**src/shared/iofd_pkg.sv**
```systemverilog
// Package for the I/O control flag decoder: flag codes, timing constants and carrier types.
// Assumes a 100 MHz core clock shared by the decoder and its serial front end.
package iofd_pkg;

   // ----------------------------------------------------------------
   // Clock and timing
   // ----------------------------------------------------------------
   localparam int CLK_FREQ_MHZ = 100;
   // Watchdog interval from wake, in milliseconds.
   localparam int WDOG_TIME_MS = 1300;
   localparam int WDOG_CYCLES = WDOG_TIME_MS * 1000 * CLK_FREQ_MHZ;
   // Least low time on the data line that counts as a wake, in microseconds.
   localparam int WAKE_LOW_US = 60;
   localparam int WAKE_LOW_CYCLES = WAKE_LOW_US * CLK_FREQ_MHZ;
   localparam int WAKE_CNT_W = 16;

   // ----------------------------------------------------------------
   // Flag encodings per link
   // ----------------------------------------------------------------
   localparam logic [7:0] TW_FLAG_RESET = 8'h00;
   localparam logic [7:0] TW_FLAG_SLEEP = 8'h01;
   localparam logic [7:0] TW_FLAG_IDLE = 8'h02;
   localparam logic [7:0] TW_FLAG_CMD = 8'h03;
   localparam logic [7:0] SW_FLAG_SLEEP = 8'hCC;
   localparam logic [7:0] SW_FLAG_IDLE = 8'hBB;
   localparam logic [7:0] SW_FLAG_CMD = 8'h77;
   // Link select values.
   localparam logic LINK_TWO_WIRE = 1'b0;
   localparam logic LINK_SINGLE_WIRE = 1'b1;
   // Position of the threshold select bit in the stored bus address byte.
   localparam int THRESH_SEL_BIT = 3;

   // ----------------------------------------------------------------
   // Buffer and reset values
   // ----------------------------------------------------------------
   localparam int BUF_AW = 7;
   localparam int BUF_DEPTH_DEF = 128;
   localparam logic [BUF_AW-1:0] ADDR_RESET = 7'h00;
   localparam logic SDA_IDLE_LEVEL = 1'b1;

   // ----------------------------------------------------------------
   // Types
   // ----------------------------------------------------------------
   typedef enum logic [1:0] {PWR_SLEEP, PWR_IDLE, PWR_ACTIVE} iofd_pwr_type;
   typedef enum logic [2:0] {FLG_RESET, FLG_SLEEP, FLG_IDLE, FLG_CMD, FLG_RSVD} iofd_flag_type;

   // One received byte of an input block.
   typedef struct packed {
      logic valid;
      logic first;
      logic [7:0] data;
   } iofd_byte_type;

   // One write into the input command buffer.
   typedef struct packed {
      logic wr;
      logic [BUF_AW-1:0] addr;
      logic [7:0] data;
   } iofd_bufwr_type;

endpackage : iofd_pkg

```
**src/design/iofd_flag_decoder.sv**
```systemverilog
// Control flag decoder for the serial front end: power state, buffer fill, threshold select.
// Assumes bytes arrive already deserialised on the core clock; the data line comes raw from the pin.
//
// Operation
// RULE_01 - two-wire 0x00 clears buffer address counter
// RULE_02 - sleep flag enters sleep, ignores line
// RULE_03 - sleep entry clears all volatile state
// RULE_04 - idle flag enters idle, ignores line
// RULE_05 - idle keeps key store and seed
// RULE_06 - command flag appends data sequentially
// RULE_07 - host sends only defined flag values
// RULE_08 - wake leaves low power, restarts watchdog
// RULE_09 - active threshold follows stored address bit 3
// RULE_10 - flag is byte zero, data follows
// RULE_11 - host idle sequence: address, 0x02, stop
// RULE_12 - watchdog expiry forces sleep regardless
// RULE_13 - flag decoded by active link's table
`timescale 1ns/10ps
module iofd_flag_decoder
   import iofd_pkg::*;
#(
   parameter int BUF_DEPTH = BUF_DEPTH_DEF,
   parameter int WDOG_LIMIT = WDOG_CYCLES,
   parameter int WAKE_LOW = WAKE_LOW_CYCLES
) (
   input wire logic clk_in, // Core clock, 100 MHz.
   input wire logic resetn_in, // Asynchronous reset, active low.
   input wire logic link_sel_in, // 0 two-wire, 1 single-wire.
   input iofd_byte_type rx_byte_in, // Received byte of an input block.
   input wire logic sda_in, // Raw data line level, for wake detection.
   input wire logic [7:0] addr_cfg_in, // Stored bus address configuration byte.
   output iofd_bufwr_type buf_wr_out, // Write into the input command buffer.
   output iofd_pwr_type pwr_state_out, // Present power state.
   output logic volatile_clear_out, // Pulse clearing all volatile state.
   output logic key_retain_out, // High while key store and seed must hold.
   output logic input_threshold_track_sel_out, // High: thresholds track supply.
   output logic [BUF_AW-1:0] buf_addr_out // Buffer address counter.
);

   initial begin
      if (BUF_DEPTH < 1 || BUF_DEPTH > (1 << BUF_AW)) $error("iofd_flag_decoder: bad BUF_DEPTH");
      if (WAKE_LOW < 2 || WAKE_LOW >= (1 << WAKE_CNT_W)) $error("iofd_flag_decoder: bad WAKE_LOW");
   end

   // ----------------------------------------------------------------
   // State
   // ----------------------------------------------------------------
   typedef struct packed {
      iofd_pwr_type pwr;
      logic sda_meta;
      logic sda_sync;
      logic in_cmd;
      logic [BUF_AW-1:0] addr;
      logic full;
      iofd_bufwr_type bw;
      logic clr;
      logic restart;
      logic [WAKE_CNT_W-1:0] wake_cnt;
   } iofd_state_type;

   iofd_state_type st_reg;
   iofd_state_type st_next;
   iofd_flag_type flag;
   logic wdog_expire;

   // Maps a flag byte through the table of the link carrying it.
   function automatic iofd_flag_type decode_flag(input logic [7:0] b, input logic link);
      iofd_flag_type f;
      f = FLG_RSVD;
      if (link == LINK_TWO_WIRE) begin
         case (b)
            TW_FLAG_RESET: f = FLG_RESET;
            TW_FLAG_SLEEP: f = FLG_SLEEP;
            TW_FLAG_IDLE: f = FLG_IDLE;
            TW_FLAG_CMD: f = FLG_CMD;
            default: f = FLG_RSVD;
         endcase
      end else begin
         case (b)
            SW_FLAG_SLEEP: f = FLG_SLEEP;
            SW_FLAG_IDLE: f = FLG_IDLE;
            SW_FLAG_CMD: f = FLG_CMD;
            default: f = FLG_RSVD;
         endcase
      end
      return f;
   endfunction : decode_flag

   assign flag = decode_flag(rx_byte_in.data, link_sel_in); // see RULE_13

   // ----------------------------------------------------------------
   // Watchdog
   // ----------------------------------------------------------------
   // It counts only in cycles that stay active, so an expiry never lands after a flag has left active.
   iofd_watchdog #(
      .LIMIT(WDOG_LIMIT)
   ) u_wdog (
      .clk_in(clk_in),
      .resetn_in(resetn_in),
      .restart_in(st_reg.restart),
      .run_in((st_reg.pwr == PWR_ACTIVE) && (st_next.pwr == PWR_ACTIVE)),
      .expire_out(wdog_expire)
   );

   // ----------------------------------------------------------------
   // Next state
   // ----------------------------------------------------------------
   // Reserved flags open no block, so their data bytes are dropped.
   always_comb begin
      st_next = st_reg;
      st_next.bw.wr = 1'b0;
      st_next.clr = 1'b0;
      st_next.restart = 1'b0;
      st_next.sda_meta = sda_in;
      st_next.sda_sync = st_reg.sda_meta;
      case (st_reg.pwr)
         PWR_ACTIVE: begin
            st_next.wake_cnt = '0;
            if (wdog_expire) begin
               st_next.pwr = PWR_SLEEP; // see RULE_12
               st_next.clr = 1'b1;
               st_next.addr = ADDR_RESET;
               st_next.full = 1'b0;
               st_next.in_cmd = 1'b0;
            end else if (rx_byte_in.valid && rx_byte_in.first) begin
               st_next.in_cmd = 1'b0; // see RULE_10
               case (flag)
                  FLG_RESET: begin
                     st_next.addr = ADDR_RESET; // see RULE_01
                     st_next.full = 1'b0;
                  end
                  FLG_SLEEP: begin
                     st_next.pwr = PWR_SLEEP; // see RULE_02
                     st_next.clr = 1'b1; // see RULE_03
                     st_next.addr = ADDR_RESET;
                     st_next.full = 1'b0;
                  end
                  FLG_IDLE: st_next.pwr = PWR_IDLE; // see RULE_04
                  FLG_CMD: st_next.in_cmd = 1'b1;
                  default: st_next.in_cmd = 1'b0;
               endcase
            end else if (rx_byte_in.valid && st_reg.in_cmd && !st_reg.full) begin
               // The full flag stops writes, as a full-size buffer leaves the counter no spare count.
               st_next.bw.wr = 1'b1; // see RULE_06
               st_next.bw.addr = st_reg.addr;
               st_next.bw.data = rx_byte_in.data;
               st_next.addr = st_reg.addr + 1'b1;
               st_next.full = (int'(st_reg.addr) == BUF_DEPTH - 1);
            end
         end
         PWR_SLEEP, PWR_IDLE: begin
            // Bytes are ignored here; only a long low level on the line wakes.
            st_next.in_cmd = 1'b0;
            if (st_reg.sda_sync) begin
               st_next.wake_cnt = '0;
            end else if (int'(st_reg.wake_cnt) == WAKE_LOW - 1) begin
               st_next.pwr = PWR_ACTIVE; // see RULE_08
               st_next.restart = 1'b1;
               st_next.wake_cnt = '0;
            end else begin
               st_next.wake_cnt = st_reg.wake_cnt + 1'b1;
            end
         end
         default: st_next.pwr = PWR_SLEEP;
      endcase
   end

   // State register.
   always_ff @(posedge clk_in or negedge resetn_in) begin
      if (!resetn_in) begin
         st_reg <= '{pwr: PWR_SLEEP, sda_meta: SDA_IDLE_LEVEL, sda_sync: SDA_IDLE_LEVEL,
                     addr: ADDR_RESET, default: '0};
      end else begin
         st_reg <= st_next;
      end
   end

   // ----------------------------------------------------------------
   // Outputs
   // ----------------------------------------------------------------
   assign buf_wr_out = st_reg.bw;
   assign pwr_state_out = st_reg.pwr;
   assign volatile_clear_out = st_reg.clr;
   assign buf_addr_out = st_reg.addr;
   assign key_retain_out = (st_reg.pwr != PWR_SLEEP); // see RULE_05
   assign input_threshold_track_sel_out = (st_reg.pwr == PWR_ACTIVE) && addr_cfg_in[THRESH_SEL_BIT]; // see RULE_09
endmodule : iofd_flag_decoder

```
**src/design/iofd_watchdog.sv**
```systemverilog
// Watchdog counter that forces the decoder to sleep a fixed time after wake.
// Assumes restart_in pulses on each wake and run_in is high only while active.
`timescale 1ns/10ps
module iofd_watchdog
   import iofd_pkg::*;
#(
   parameter int LIMIT = WDOG_CYCLES
) (
   input wire logic clk_in, // Core clock.
   input wire logic resetn_in, // Asynchronous reset, active low.
   input wire logic restart_in, // Restart the count from zero.
   input wire logic run_in, // Count while high.
   output logic expire_out // One-cycle pulse when the interval ends.
);

   initial begin
      if (LIMIT < 2) $error("iofd_watchdog: LIMIT must be at least 2");
   end

   typedef struct packed {
      logic [31:0] cnt;
      logic expire;
   } iofd_wdog_type;

   iofd_wdog_type wdog_reg;
   iofd_wdog_type wdog_next;

   // The count clears on a wake restart and again at each expiry.
   always_comb begin
      wdog_next = wdog_reg;
      wdog_next.expire = 1'b0;
      if (restart_in) begin
         wdog_next.cnt = '0; // see RULE_08
      end else if (run_in) begin
         if (wdog_reg.cnt == 32'(LIMIT - 1)) begin
            wdog_next.expire = 1'b1; // see RULE_12
            wdog_next.cnt = '0;
         end else begin
            wdog_next.cnt = wdog_reg.cnt + 32'h00000001;
         end
      end
   end

   // State register.
   always_ff @(posedge clk_in or negedge resetn_in) begin
      if (!resetn_in) begin
         wdog_reg <= '0;
      end else begin
         wdog_reg <= wdog_next;
      end
   end

   assign expire_out = wdog_reg.expire;
endmodule : iofd_watchdog

```
**config.mk**
```make
export PLATFORM = sky130hd
export DESIGN_NAME = iofd_flag_decoder
export DESIGN_NICKNAME = d
export VERILOG_FILES = /design/src/shared/iofd_pkg.sv /design/src/design/iofd_flag_decoder.sv /design/src/design/iofd_watchdog.sv
export SDC_FILE = /design/constraint.sdc
export NUM_CORES = 1
export LEC_CHECK = 0
export BUFFER_PORTS_ARGS = -buffer_cell sky130_fd_sc_hd__buf_2
export CAP_MARGIN = 30
export CORE_MARGIN = 2
export CORE_UTILIZATION = 28
export DETAILED_ROUTE_END_ITERATION = 10
export MAX_ROUTING_LAYER = met4
export REMOVE_ABC_BUFFERS = 1
export SYNTH_ARGS = -nofsm -noshare
export SYNTH_HDL_FRONTEND = slang
export SYNTH_HIERARCHICAL = 1
export SYNTH_SLANG_ARGS = --single-unit
```
**constraint.sdc**
```tcl
create_clock -name clk_in -period 3.5 [get_ports clk_in]
set_clock_uncertainty 0.2 [all_clocks]
set_input_delay 0.7 -clock clk_in [delete_from_list [all_inputs] [get_ports clk_in]]
set_output_delay 0.7 -clock clk_in [all_outputs]
set_load 0.02 [all_outputs]
```
Yosys cells after proc, flatten, opt, wreduce, memory -nomap -nowiden
Cells that the tools add are included.
{ "word_totals": {"elab_cells": 87, "out_inout_bits": 28, "reg_bits": 80} }
{ "op_classes": {"bitwise": 2, "eq_ne": 17, "muxes": 33, "reduce_logical": 18, "addsub": 3} }
{ "ops": {"columns": ["cell", "n"], "rows": [
  ["$mux W16", 4],
  ["$mux W32", 2],
  ["$mux W33", 1],
  ["$add A32 B1 Y32 const B", 1],
  ["$eq A32 B27 Y1 const B", 1],
  ["$pmux W16 S2", 1],
  ["$mux W24", 1],
  ["$mux W17", 1],
  ["$add A16 B1 Y16 const B", 1],
  ["$eq A16 B14 Y1 const B", 1],
  ["$eq A8 B2 Y1 const B", 2],
  ["$eq A8 B8 Y1 const B", 2],
  ["$mux W8", 2],
  ["$pmux W3 S4", 1],
  ["$mux W1", 10],
  ["$mux W9", 1],
  ["$pmux W3 S3", 1],
  ["$eq A8 B1 Y1 const B", 1],
  ["$eq A8 B7 Y1 const B", 1],
  ["$logic_not A8 Y1", 1],
  ["$mux W2", 4],
  ["$pmux W2 S2", 2],
  ["$add A7 B1 Y7 const B", 1],
  ["$eq A7 B1 Y1 const B", 1],
  ["other kinds (18)", 29]
]} }

Depth between registers and ports, before layout
Gate-level depths: netlist of the first run.
{ "logic_depth": {"depth_word": 12, "depth_mapped": 10, "depth_no_buf": 9} }

Modules after synthesis
Netlist of the first run, hierarchy kept.
{ "modules_own_cells": {"columns": ["mod", "area_each_um2", "cells_each", "instances"], "rows": [
  ["iofd_flag_decoder", 2529.9, 285, 1],
  ["iofd_watchdog", 2038.2, 230, 1]
]} }

Worst setup path before layout of the first run
No wires, ideal clock.
{ "synth_path": {"path_type": "input to register", "startpoint": "input port rx_byte_in[1] (netlist bit)", "endpoint": "register u_wdog/wdog_reg[6] (netlist bit)", "setup_time_ns": 0.079, "path_buffers": 2, "cell_stages": 10, "path_slack_ns": 0.518, "t_arrival_ns": 2.703, "cell_sequence": "nor3_1 or3b_1 a31oi_2 o211a_1 nand2b_1 a31oi_1 buf_2 buf_2 nand4_1 mux2i_1"} }
{ "synth_between": {"elab_chain_cells": 11, "elab_cells_between_ends": 19, "classes_between": "eq/ne (9); mux (7); reduce/logical (3)"} }
{ "synth_lines": {"columns": ["element", "line", "source"], "rows": [
  ["from (decl)", "iofd_flag_decoder.sv:29", "input iofd_byte_type rx_byte_in,"],
  ["$eq A8 B2 Y1 (tied with other cells)", "iofd_flag_decoder.sv:71", "case (b)"],
  ["$pmux W3 S4 or $pmux W3 S3 (tied branches)", "iofd_flag_decoder.sv:71, iofd_flag_decoder.sv:79", null],
  ["$mux W3 *", "iofd_flag_decoder.sv:70", "if (link == LINK_TWO_WIRE) begin"],
  ["$eq A3 B2 Y1 or $eq A3 B1 Y1 (tied branches)", "iofd_flag_decoder.sv:127", "case (flag)"],
  ["$pmux W2 S2 *", "iofd_flag_decoder.sv:127", null],
  ["$mux W2 *", "iofd_flag_decoder.sv:125", "end else if (rx_byte_in.valid && rx_byte_in.first) begin"],
  ["$mux W2 *", "iofd_flag_decoder.sv:119", "if (wdog_expire) begin"],
  ["$pmux W2 S2 *", "iofd_flag_decoder.sv:116", "case (st_reg.pwr)"],
  ["$eq A2 B2 Y1 *", "iofd_flag_decoder.sv:101", ".run_in((st_reg.pwr == PWR_ACTIVE) && (st_next.pwr == PWR_ACTIVE)),"],
  ["$logic_and A1 B1 Y1 *", "iofd_flag_decoder.sv:101", null],
  ["$reduce_bool A2 Y1 (no source line) *", null, null],
  ["to (signal assigned)", "iofd_watchdog.sv:49", "wdog_reg <= wdog_next;"],
  ["to (decl)", "iofd_watchdog.sv:25", "iofd_wdog_type wdog_reg;"]
]} }
Every way passes the cells marked *; elsewhere a longest branch is shown, timed or not.
A chain may end at the register's enable or synchronous reset.

Worst setup path in the final report of the first run
{ "layout_path": {"startpoint": "input port rx_byte_in[1] (netlist bit)", "endpoint": "register u_wdog/wdog_reg[22] (netlist bit)"} }
The elaborated chain is that of the path after synthesis.

==> impl_metrics.py, run 1 <==
metrics = {
    "logic_synthesis": {
        "synth_top_area_share_pct": 42.7,
        "synthCells": 515,
        "synth_edf_count": 0,
        "synth_area_leaders": "dfrtp_1 43%, nand2_1 7.5%, nand3_1 4.9%, buf_4 4.1%, nand4_1 2.7%",
        "netlist_area_um2": 4570,
        "yosysUniqueCellTypes": 69,
        "synth_adder_area_share_pct": 0.822,
        "yosys.area.top_type": "dfrtp_1",
        "async_flop_share_pct": 100,
        "ys.flop_type": "dfrtp_1",
        "ys_ff_latch": 80,
        "synth_compound_area_share_pct": 14.6,
        "synth-seq-area-share_pct": 43.9,
        "synth_top_family_by_area": "simple AND/OR/NAND/NOR gates",
        "synth-simple-area-share_pct": 31.7,
        "synth_mux_area_share_pct": 1.56,
        "yosysWarnings": 6,
        "syn_area_per_cell_um2": 8.87,
        "synthXorXnorAreaFrac_pct": 0.575,
    },
    "clock_network": {
        "cts_tree": "yes",
        "numCtsBuffers": 9,
        "cts_root_buf": "clkbuf_16",
        "ctsHoldBuffers": 0,
        "postCtsResizedCells": 0,
        "clk_latency_ns": 0.35,
        "clk_path_buf_depth": 2,
        "cts.sinks": 80,
        "post-cts-setup-buffers": 0,
        "clk_pin_slew_ns": 0.06,
        "h-tree-depth": 3,
    },
    "route": {
        "route.detailed.drc": 0,
        "num_vias": 3958,
        "viasPerCell": 5.24,
        "ant_nets": 0,
        "routedWlPerCell_um": 14.2,
        "drtPass1Iterations": 5,
        "wirelength_mm": 10.7,
        "drtIter0Drc": 282,
    },
    "setup_path": {
        "critical_path_arrival_ns": 2.87,
        "required_ns": 3.54,
        "cp-end-kind": "register",
        "r2r-start": "u_wdog/wdog_reg[8]",
        "setup.worst_path.class": "input port to register",
        "start_kind": "input port",
        "r2r_cells": 5,
        "r2r_slack_ns": 0.95,
        "worstReg2RegEnd": "u_wdog/wdog_reg[29]",
        "path_max_fanout": 6,
    },
    "pwr": {
        "pwr-share-clk_pct": 48.0,
        "switching_share_pct": 23.9,
        "p_switching_mw": 0.459,
        "power_density_nw_per_um2": 371,
        "combinationalPowerShare_pct": 3.2,
        "pwr-share-seq_pct": 48.8,
        "power_leakage_nw": 2.27,
        "internal_power_mw": 1.46,
        "irDropWorstVdd_uv": 240,
    },
    "run": {
        "drv_cap": 0,
    },
    "cells_and_area": {
        "nFillCells": 1658,
        "diodes": 0,
        "finalInstanceArea_um2": 5170,
        "area_growth_pct": 13.1,
        "utilization_pct": 32.4,
        "drive_gt1_share_pct": 16.1,
        "largest_reg_flops": 32,
        "nets": 560,
        "multi_input_area_um2": 2250,
        "seq_area_um2": 2000,
    },
    "sta": {
        "finalHoldViolCount": 0,
        "worst_slack_ns": 0.670,
        "setup_viol": 0,
        "maxSlewViolCount": 0,
        "fmax_mhz": 353,
        "period_minus_slack_ns": 2.83,
        "fin_crit_sh_pct": 80.9,
        "rsz0062_at_grt": "no",
        "relSlewSlack_pct": 64.1,
        "tightest_slew_ns": 0.534,
    },
    "global_routing": {
        "grt_max_degree": 46,
        "antenna_found_initial": 0,
        "grt_pass1_wl_mm": 18.5,
        "track_usage_pct": 13.0,
        "first_global_vias": 3801,
        "grt_overflow": 0,
    },
    "place": {
        "hpwl_mm": 7.53,
        "place_area_um2": 4870,
        "place_ws_ns": 0.325,
        "finalWeightedCongestion": 0.866,
        "placement.io_buffers": 42,
    },
    "die": {
        "die_width_um": 132,
        "ios": 50,
        "die-area_um2": 17400,
        "chipHeight_um": 132,
        "design.core.area_um2": 15900,
        "std_cell_rows": 46,
        "initial_core_util_pct": 28.7,
    },
    "min_path": {
        "hold_class": "input port to async pin",
    },
    "outcome": {
        "status": "completed",
    },
}
## through the flow
step	hold WS (ns)	power, mW	std cells	setup TNS, ns
floorplan	0.145	0.968	472	-11.52
global placement	0.179	1.01	738	0
detailed placement	0.180	1.01	739	0
CTS	0.143	1.94	755	0
global route	0.163	1.99	756	0
finish	0.121	1.91	756	0
## power by group through the flow
stage | logic, mW | registers, mW | clock network (mW)
6_report | 0.0622 | 0.934 | 0.919
3_5_place_dp | 0.0631 | 0.951 | 0
3_3_place_gp | 0.0563 | 0.951 | 0
4_1_cts | 0.0635 | 0.933 | 0.945
2_1_floorplan | 0.0182 | 0.950 | 0
5_1_grt | 0.0714 | 0.934 | 0.987
## area by class of cell
type	instances	area share, %
multi-input cells	381	43.6
flip-flops and latches	80	38.8
repair buffers	52	5.96
well taps	216	5.23
clock buffers	10	4.63
clock inverters	6	0.969
inverters	11	0.799
## critical path: stages
cell	delay [ns]
buf_2	0.13
nor3_1	0.22
or3b_1	0.38
a31oi_2	0.23
o211a_1	0.21
inv_1	0.07
nor2_1	0.28
nand2_1	0.29
o311ai_1	0.35
## cell usage in the layout (no fill, tap or decap), drive strengths merged, types with 6 or more instances in the layout
cell type	netlist	final
a21oi	22	22
a221o	9	9
a31oi	10	10
and2	6	6
and3	13	13
buf	36	52
clkbuf	7	10
dfrtp	78	78
inv	11	13
mux2i	6	6
nand2	91	91
nand3	45	45
nand4	21	21
nor2	28	28
nor3	14	14
nor4	11	11
o21ai	21	21
or3	11	11
## synth_stat cells, types with 3 or more instances
cell / number
buf_4: 25
o21ai_1: 9
a21o_1: 4
o311a_1: 4
nand2_1: 91
a221o_1: 9
o211ai_1: 5
clkbuf_1: 7
a31oi_1: 9
nor4_1: 7
or4_1: 3
ha_1: 3
nor4_2: 4
or3_1: 11
a21oi_1: 22
mux2i_1: 6
a22o_1: 3
o21ai_0: 11
and4_1: 4
nand3_1: 45
nor3b_1: 3
nand4_1: 20
inv_1: 10
and3_1: 12
dfrtp_1: 78
nand2b_1: 4
nor2_1: 26
and2_1: 6
buf_2: 10
nor3_1: 13
o31ai_1: 3
## layer usage
layer	vias to the layer above	share of wire, %	track usage [%]
li1	1919	-	-
met3	11	3.2	3.00
met5	-	0	-
met1	1947	48	17.2
met4	0	0.90	3.62
met2	81	48	20.1
## kinds of logic after synthesis
| logic type | count (synthesis) |
|---|---|
| and+or+nand+nor | 272 |
| AOI/OAI and AO/OA | 96 |
| DFF | 80 |
| buffers and inverters | 54 |
| muxes | 7 |
| xor gates and xnor gates | 3 |
| adders and majority gates | 3 |
## how the worst max path moves through the flow
stage / end / startpoint / cells past startpoint
2_1_floorplan: u_wdog/wdog_reg[27] / rx_byte_in[1] / 8
3_3_place_gp: u_wdog/wdog_reg[22] / rx_byte_in[1] / 9
3_5_place_dp: u_wdog/wdog_reg[22] / rx_byte_in[1] / 9
4_1_cts: u_wdog/wdog_reg[22] / rx_byte_in[1] / 9
5_1_grt: u_wdog/wdog_reg[29] / rx_byte_in[1] / 11
6_report: u_wdog/wdog_reg[22] / rx_byte_in[1] / 9
(Power assumes the default switching activity.)
==> inputs of run 2 (changes only) <==
Clock period 3.5 ns to 2.3 ns, I/O delays scaled along.
==> run 2 against run 1 <==
Effect of this change:
- critical endpoint is now u_wdog/wdog_reg[24]
- the run now ends with setup timing left
- cell count is 9.7% higher
- hold slack worse by 0.11 ns
- largest power group unchanged
- non-clock buffer count rose by 73
==> impl_metrics.py, run 2 (synthesis gave the netlist of run 1 again) <==
metrics = {
    "cells_and_area": {
        "final_common_cell": "nand2_1",
        "nFillCells": 1585,
        "area_growth_pct": 32.2,
        "nets": 633,
        "diodes": 0,
        "final_cell_mix": "90 x nand2_1, 78 x dfrtp_1, 72 x buf_4, 35 x nand3_1, 34 x buf_2",
        "utilization_pct": 37.9,
        "drive_gt1_share_pct": 30.5,
        "multi_input_area_um2": 2440,
        "largest_reg_flops": 32,
        "seq_area_um2": 2000,
    },
    "pwr": {
        "irDropWorstVdd_uv": 409,
        "power_density_nw_per_um2": 486,
        "power_leakage_nw": 2.72,
    },
    "min_path": {
        "whs_path_depth": 1,
        "hold_class": "input port to register",
    },
    "sta": {
        "period_minus_slack_ns": 2.49,
        "holdWs_ns": 0.0135,
        "finalSetupTns_ns": -2.75,
        "setup_viol": 28,
        "maxSlewViolCount": 0,
        "finalHoldViolCount": 0,
        "worst_slack_ns": -0.193,
        "fin_crit_sh_pct": 108,
        "relSlewSlack_pct": 61.7,
        "tightest_slew_ns": 0.574,
        "fmax_mhz": 401,
        "rsz0062_at_grt": "yes",
    },
    "route": {
        "route.detailed.drc": 0,
        "drtPass1Iterations": 5,
        "num_vias": 4313,
        "viasPerCell": 5.20,
        "wirelength_mm": 12.4,
        "routedWlPerCell_um": 15.0,
        "ant_nets": 0,
        "drtIter0Drc": 350,
    },
    "outcome": {
        "failed_checks": "setup timing",
        "status": "complete, but fails checks",
    },
    "place": {
        "placement.io_buffers": 42,
        "place_ws_ns": -0.591,
        "finalWeightedCongestion": 0.908,
        "hpwl_mm": 8.41,
    },
    "setup_path": {
        "setup.worst_path.class": "input port to register",
        "r2r_cells": 7,
        "critical_path_arrival_ns": 2.51,
        "required_ns": 2.32,
        "start_kind": "input port",
        "path_max_fanout": 8,
        "cp-end-kind": "register",
    },
    "die": {
        "initial_core_util_pct": 28.7,
        "ios": 50,
        "design.core.area_um2": 15900,
        "die_width_um": 132,
        "std_cell_rows": 46,
        "die-area_um2": 17400,
        "chipHeight_um": 132,
    },
    "global_routing": {
        "grt_pass1_wl_mm": 20.9,
        "antenna_found_initial": 0,
        "grt_max_degree": 43,
        "grt_overflow": 0,
        "first_global_vias": 4221,
        "track_usage_pct": 14.8,
    },
    "clock_network": {
        "cts_tree": "yes",
        "h-tree-depth": 3,
        "clk_latency_ns": 0.34,
        "cts_root_buf": "clkbuf_16",
        "clk_pin_slew_ns": 0.07,
        "clk_path_buf_depth": 2,
        "numCtsBuffers": 9,
        "cts.sinks": 80,
    },
    "run": {
        "drv_cap": 0,
    },
}
run 2: per-stage QoR:
step / instance area (um2) / power [mW] / std cells
4_1_cts: 5960 / 2.97 / 828
5_1_grt: 6040 / 3.06 / 829
2_1_floorplan: 4290 / 1.47 / 472
3_3_place_gp: 5320 / 1.56 / 796
3_5_place_dp: 5320 / 1.56 / 796
6_report: 6040 / 2.94 / 829
run 2: critical path, cell delays in order:
cell and delay [ns]:
buf_12 0.11, nor4_4 0.36, and4_1 0.29, o2111ai_2 0.13
o211a_1 0.18, buf_6 0.13, nand2b_4 0.07, a31oi_4 0.06
buf_12 0.19, buf_12 0.13, and3_4 0.16, a221o_1 0.26
run 2: area by class of cell:
class | instances | area share (%)
flip-flops and latches | 80 | 33.2
repair buffers | 125 | 16.4
inverters | 11 | 0.725
well taps | 216 | 4.48
clock inverters | 7 | 0.995
clock buffers | 9 | 3.73
multi-input cells | 381 | 40.5
run 2: layer usage:
| metal | up-vias | global-route usage [%] | routed length, um |
|---|---|---|---|
| met5 | - | - | 0 |
| met4 | 0 | 3.62 | 166 |
| met3 | 22 | 3.04 | 559 |
| met2 | 103 | 24.5 | 6180 |
| met1 | 2125 | 18.7 | 5520 |
| li1 | 2063 | - | - |
run 2: where the power goes:
part / internal [mW] / leakage (nW) / switching [mW]
Sequential: 1.41 / 1.08 / 0.00594
Clock: 0.752 / 0.136 / 0.626
Combinational: 0.0613 / 1.50 / 0.0761
run 2: worst paths after layout:
check | from | endpoint | slack [ns]
setup / recovery | rx_byte_in[3] | u_wdog/wdog_reg[24] | -0.19
min in group asynchronous | resetn_in | u_wdog/wdog_reg[12] | 0.45
hold reg to reg | st_next[43] | st_reg[43] | 0.19
max in group asynchronous | resetn_in | st_reg[14] | 0.89
hold / removal | sda_in | st_next[43] | 0.01
setup reg to reg | u_wdog/wdog_reg[8] | u_wdog/wdog_reg[24] | -0.13
run 2: what timing repair did:
item	CTS	global route
pin swaps	17	16
endpoints found under the hold margin	37	0
gates cloned	3	0
hold buffers	1	0
setup endpoints to repair	30	30
buffers inserted	13	4
resized for setup	41	25
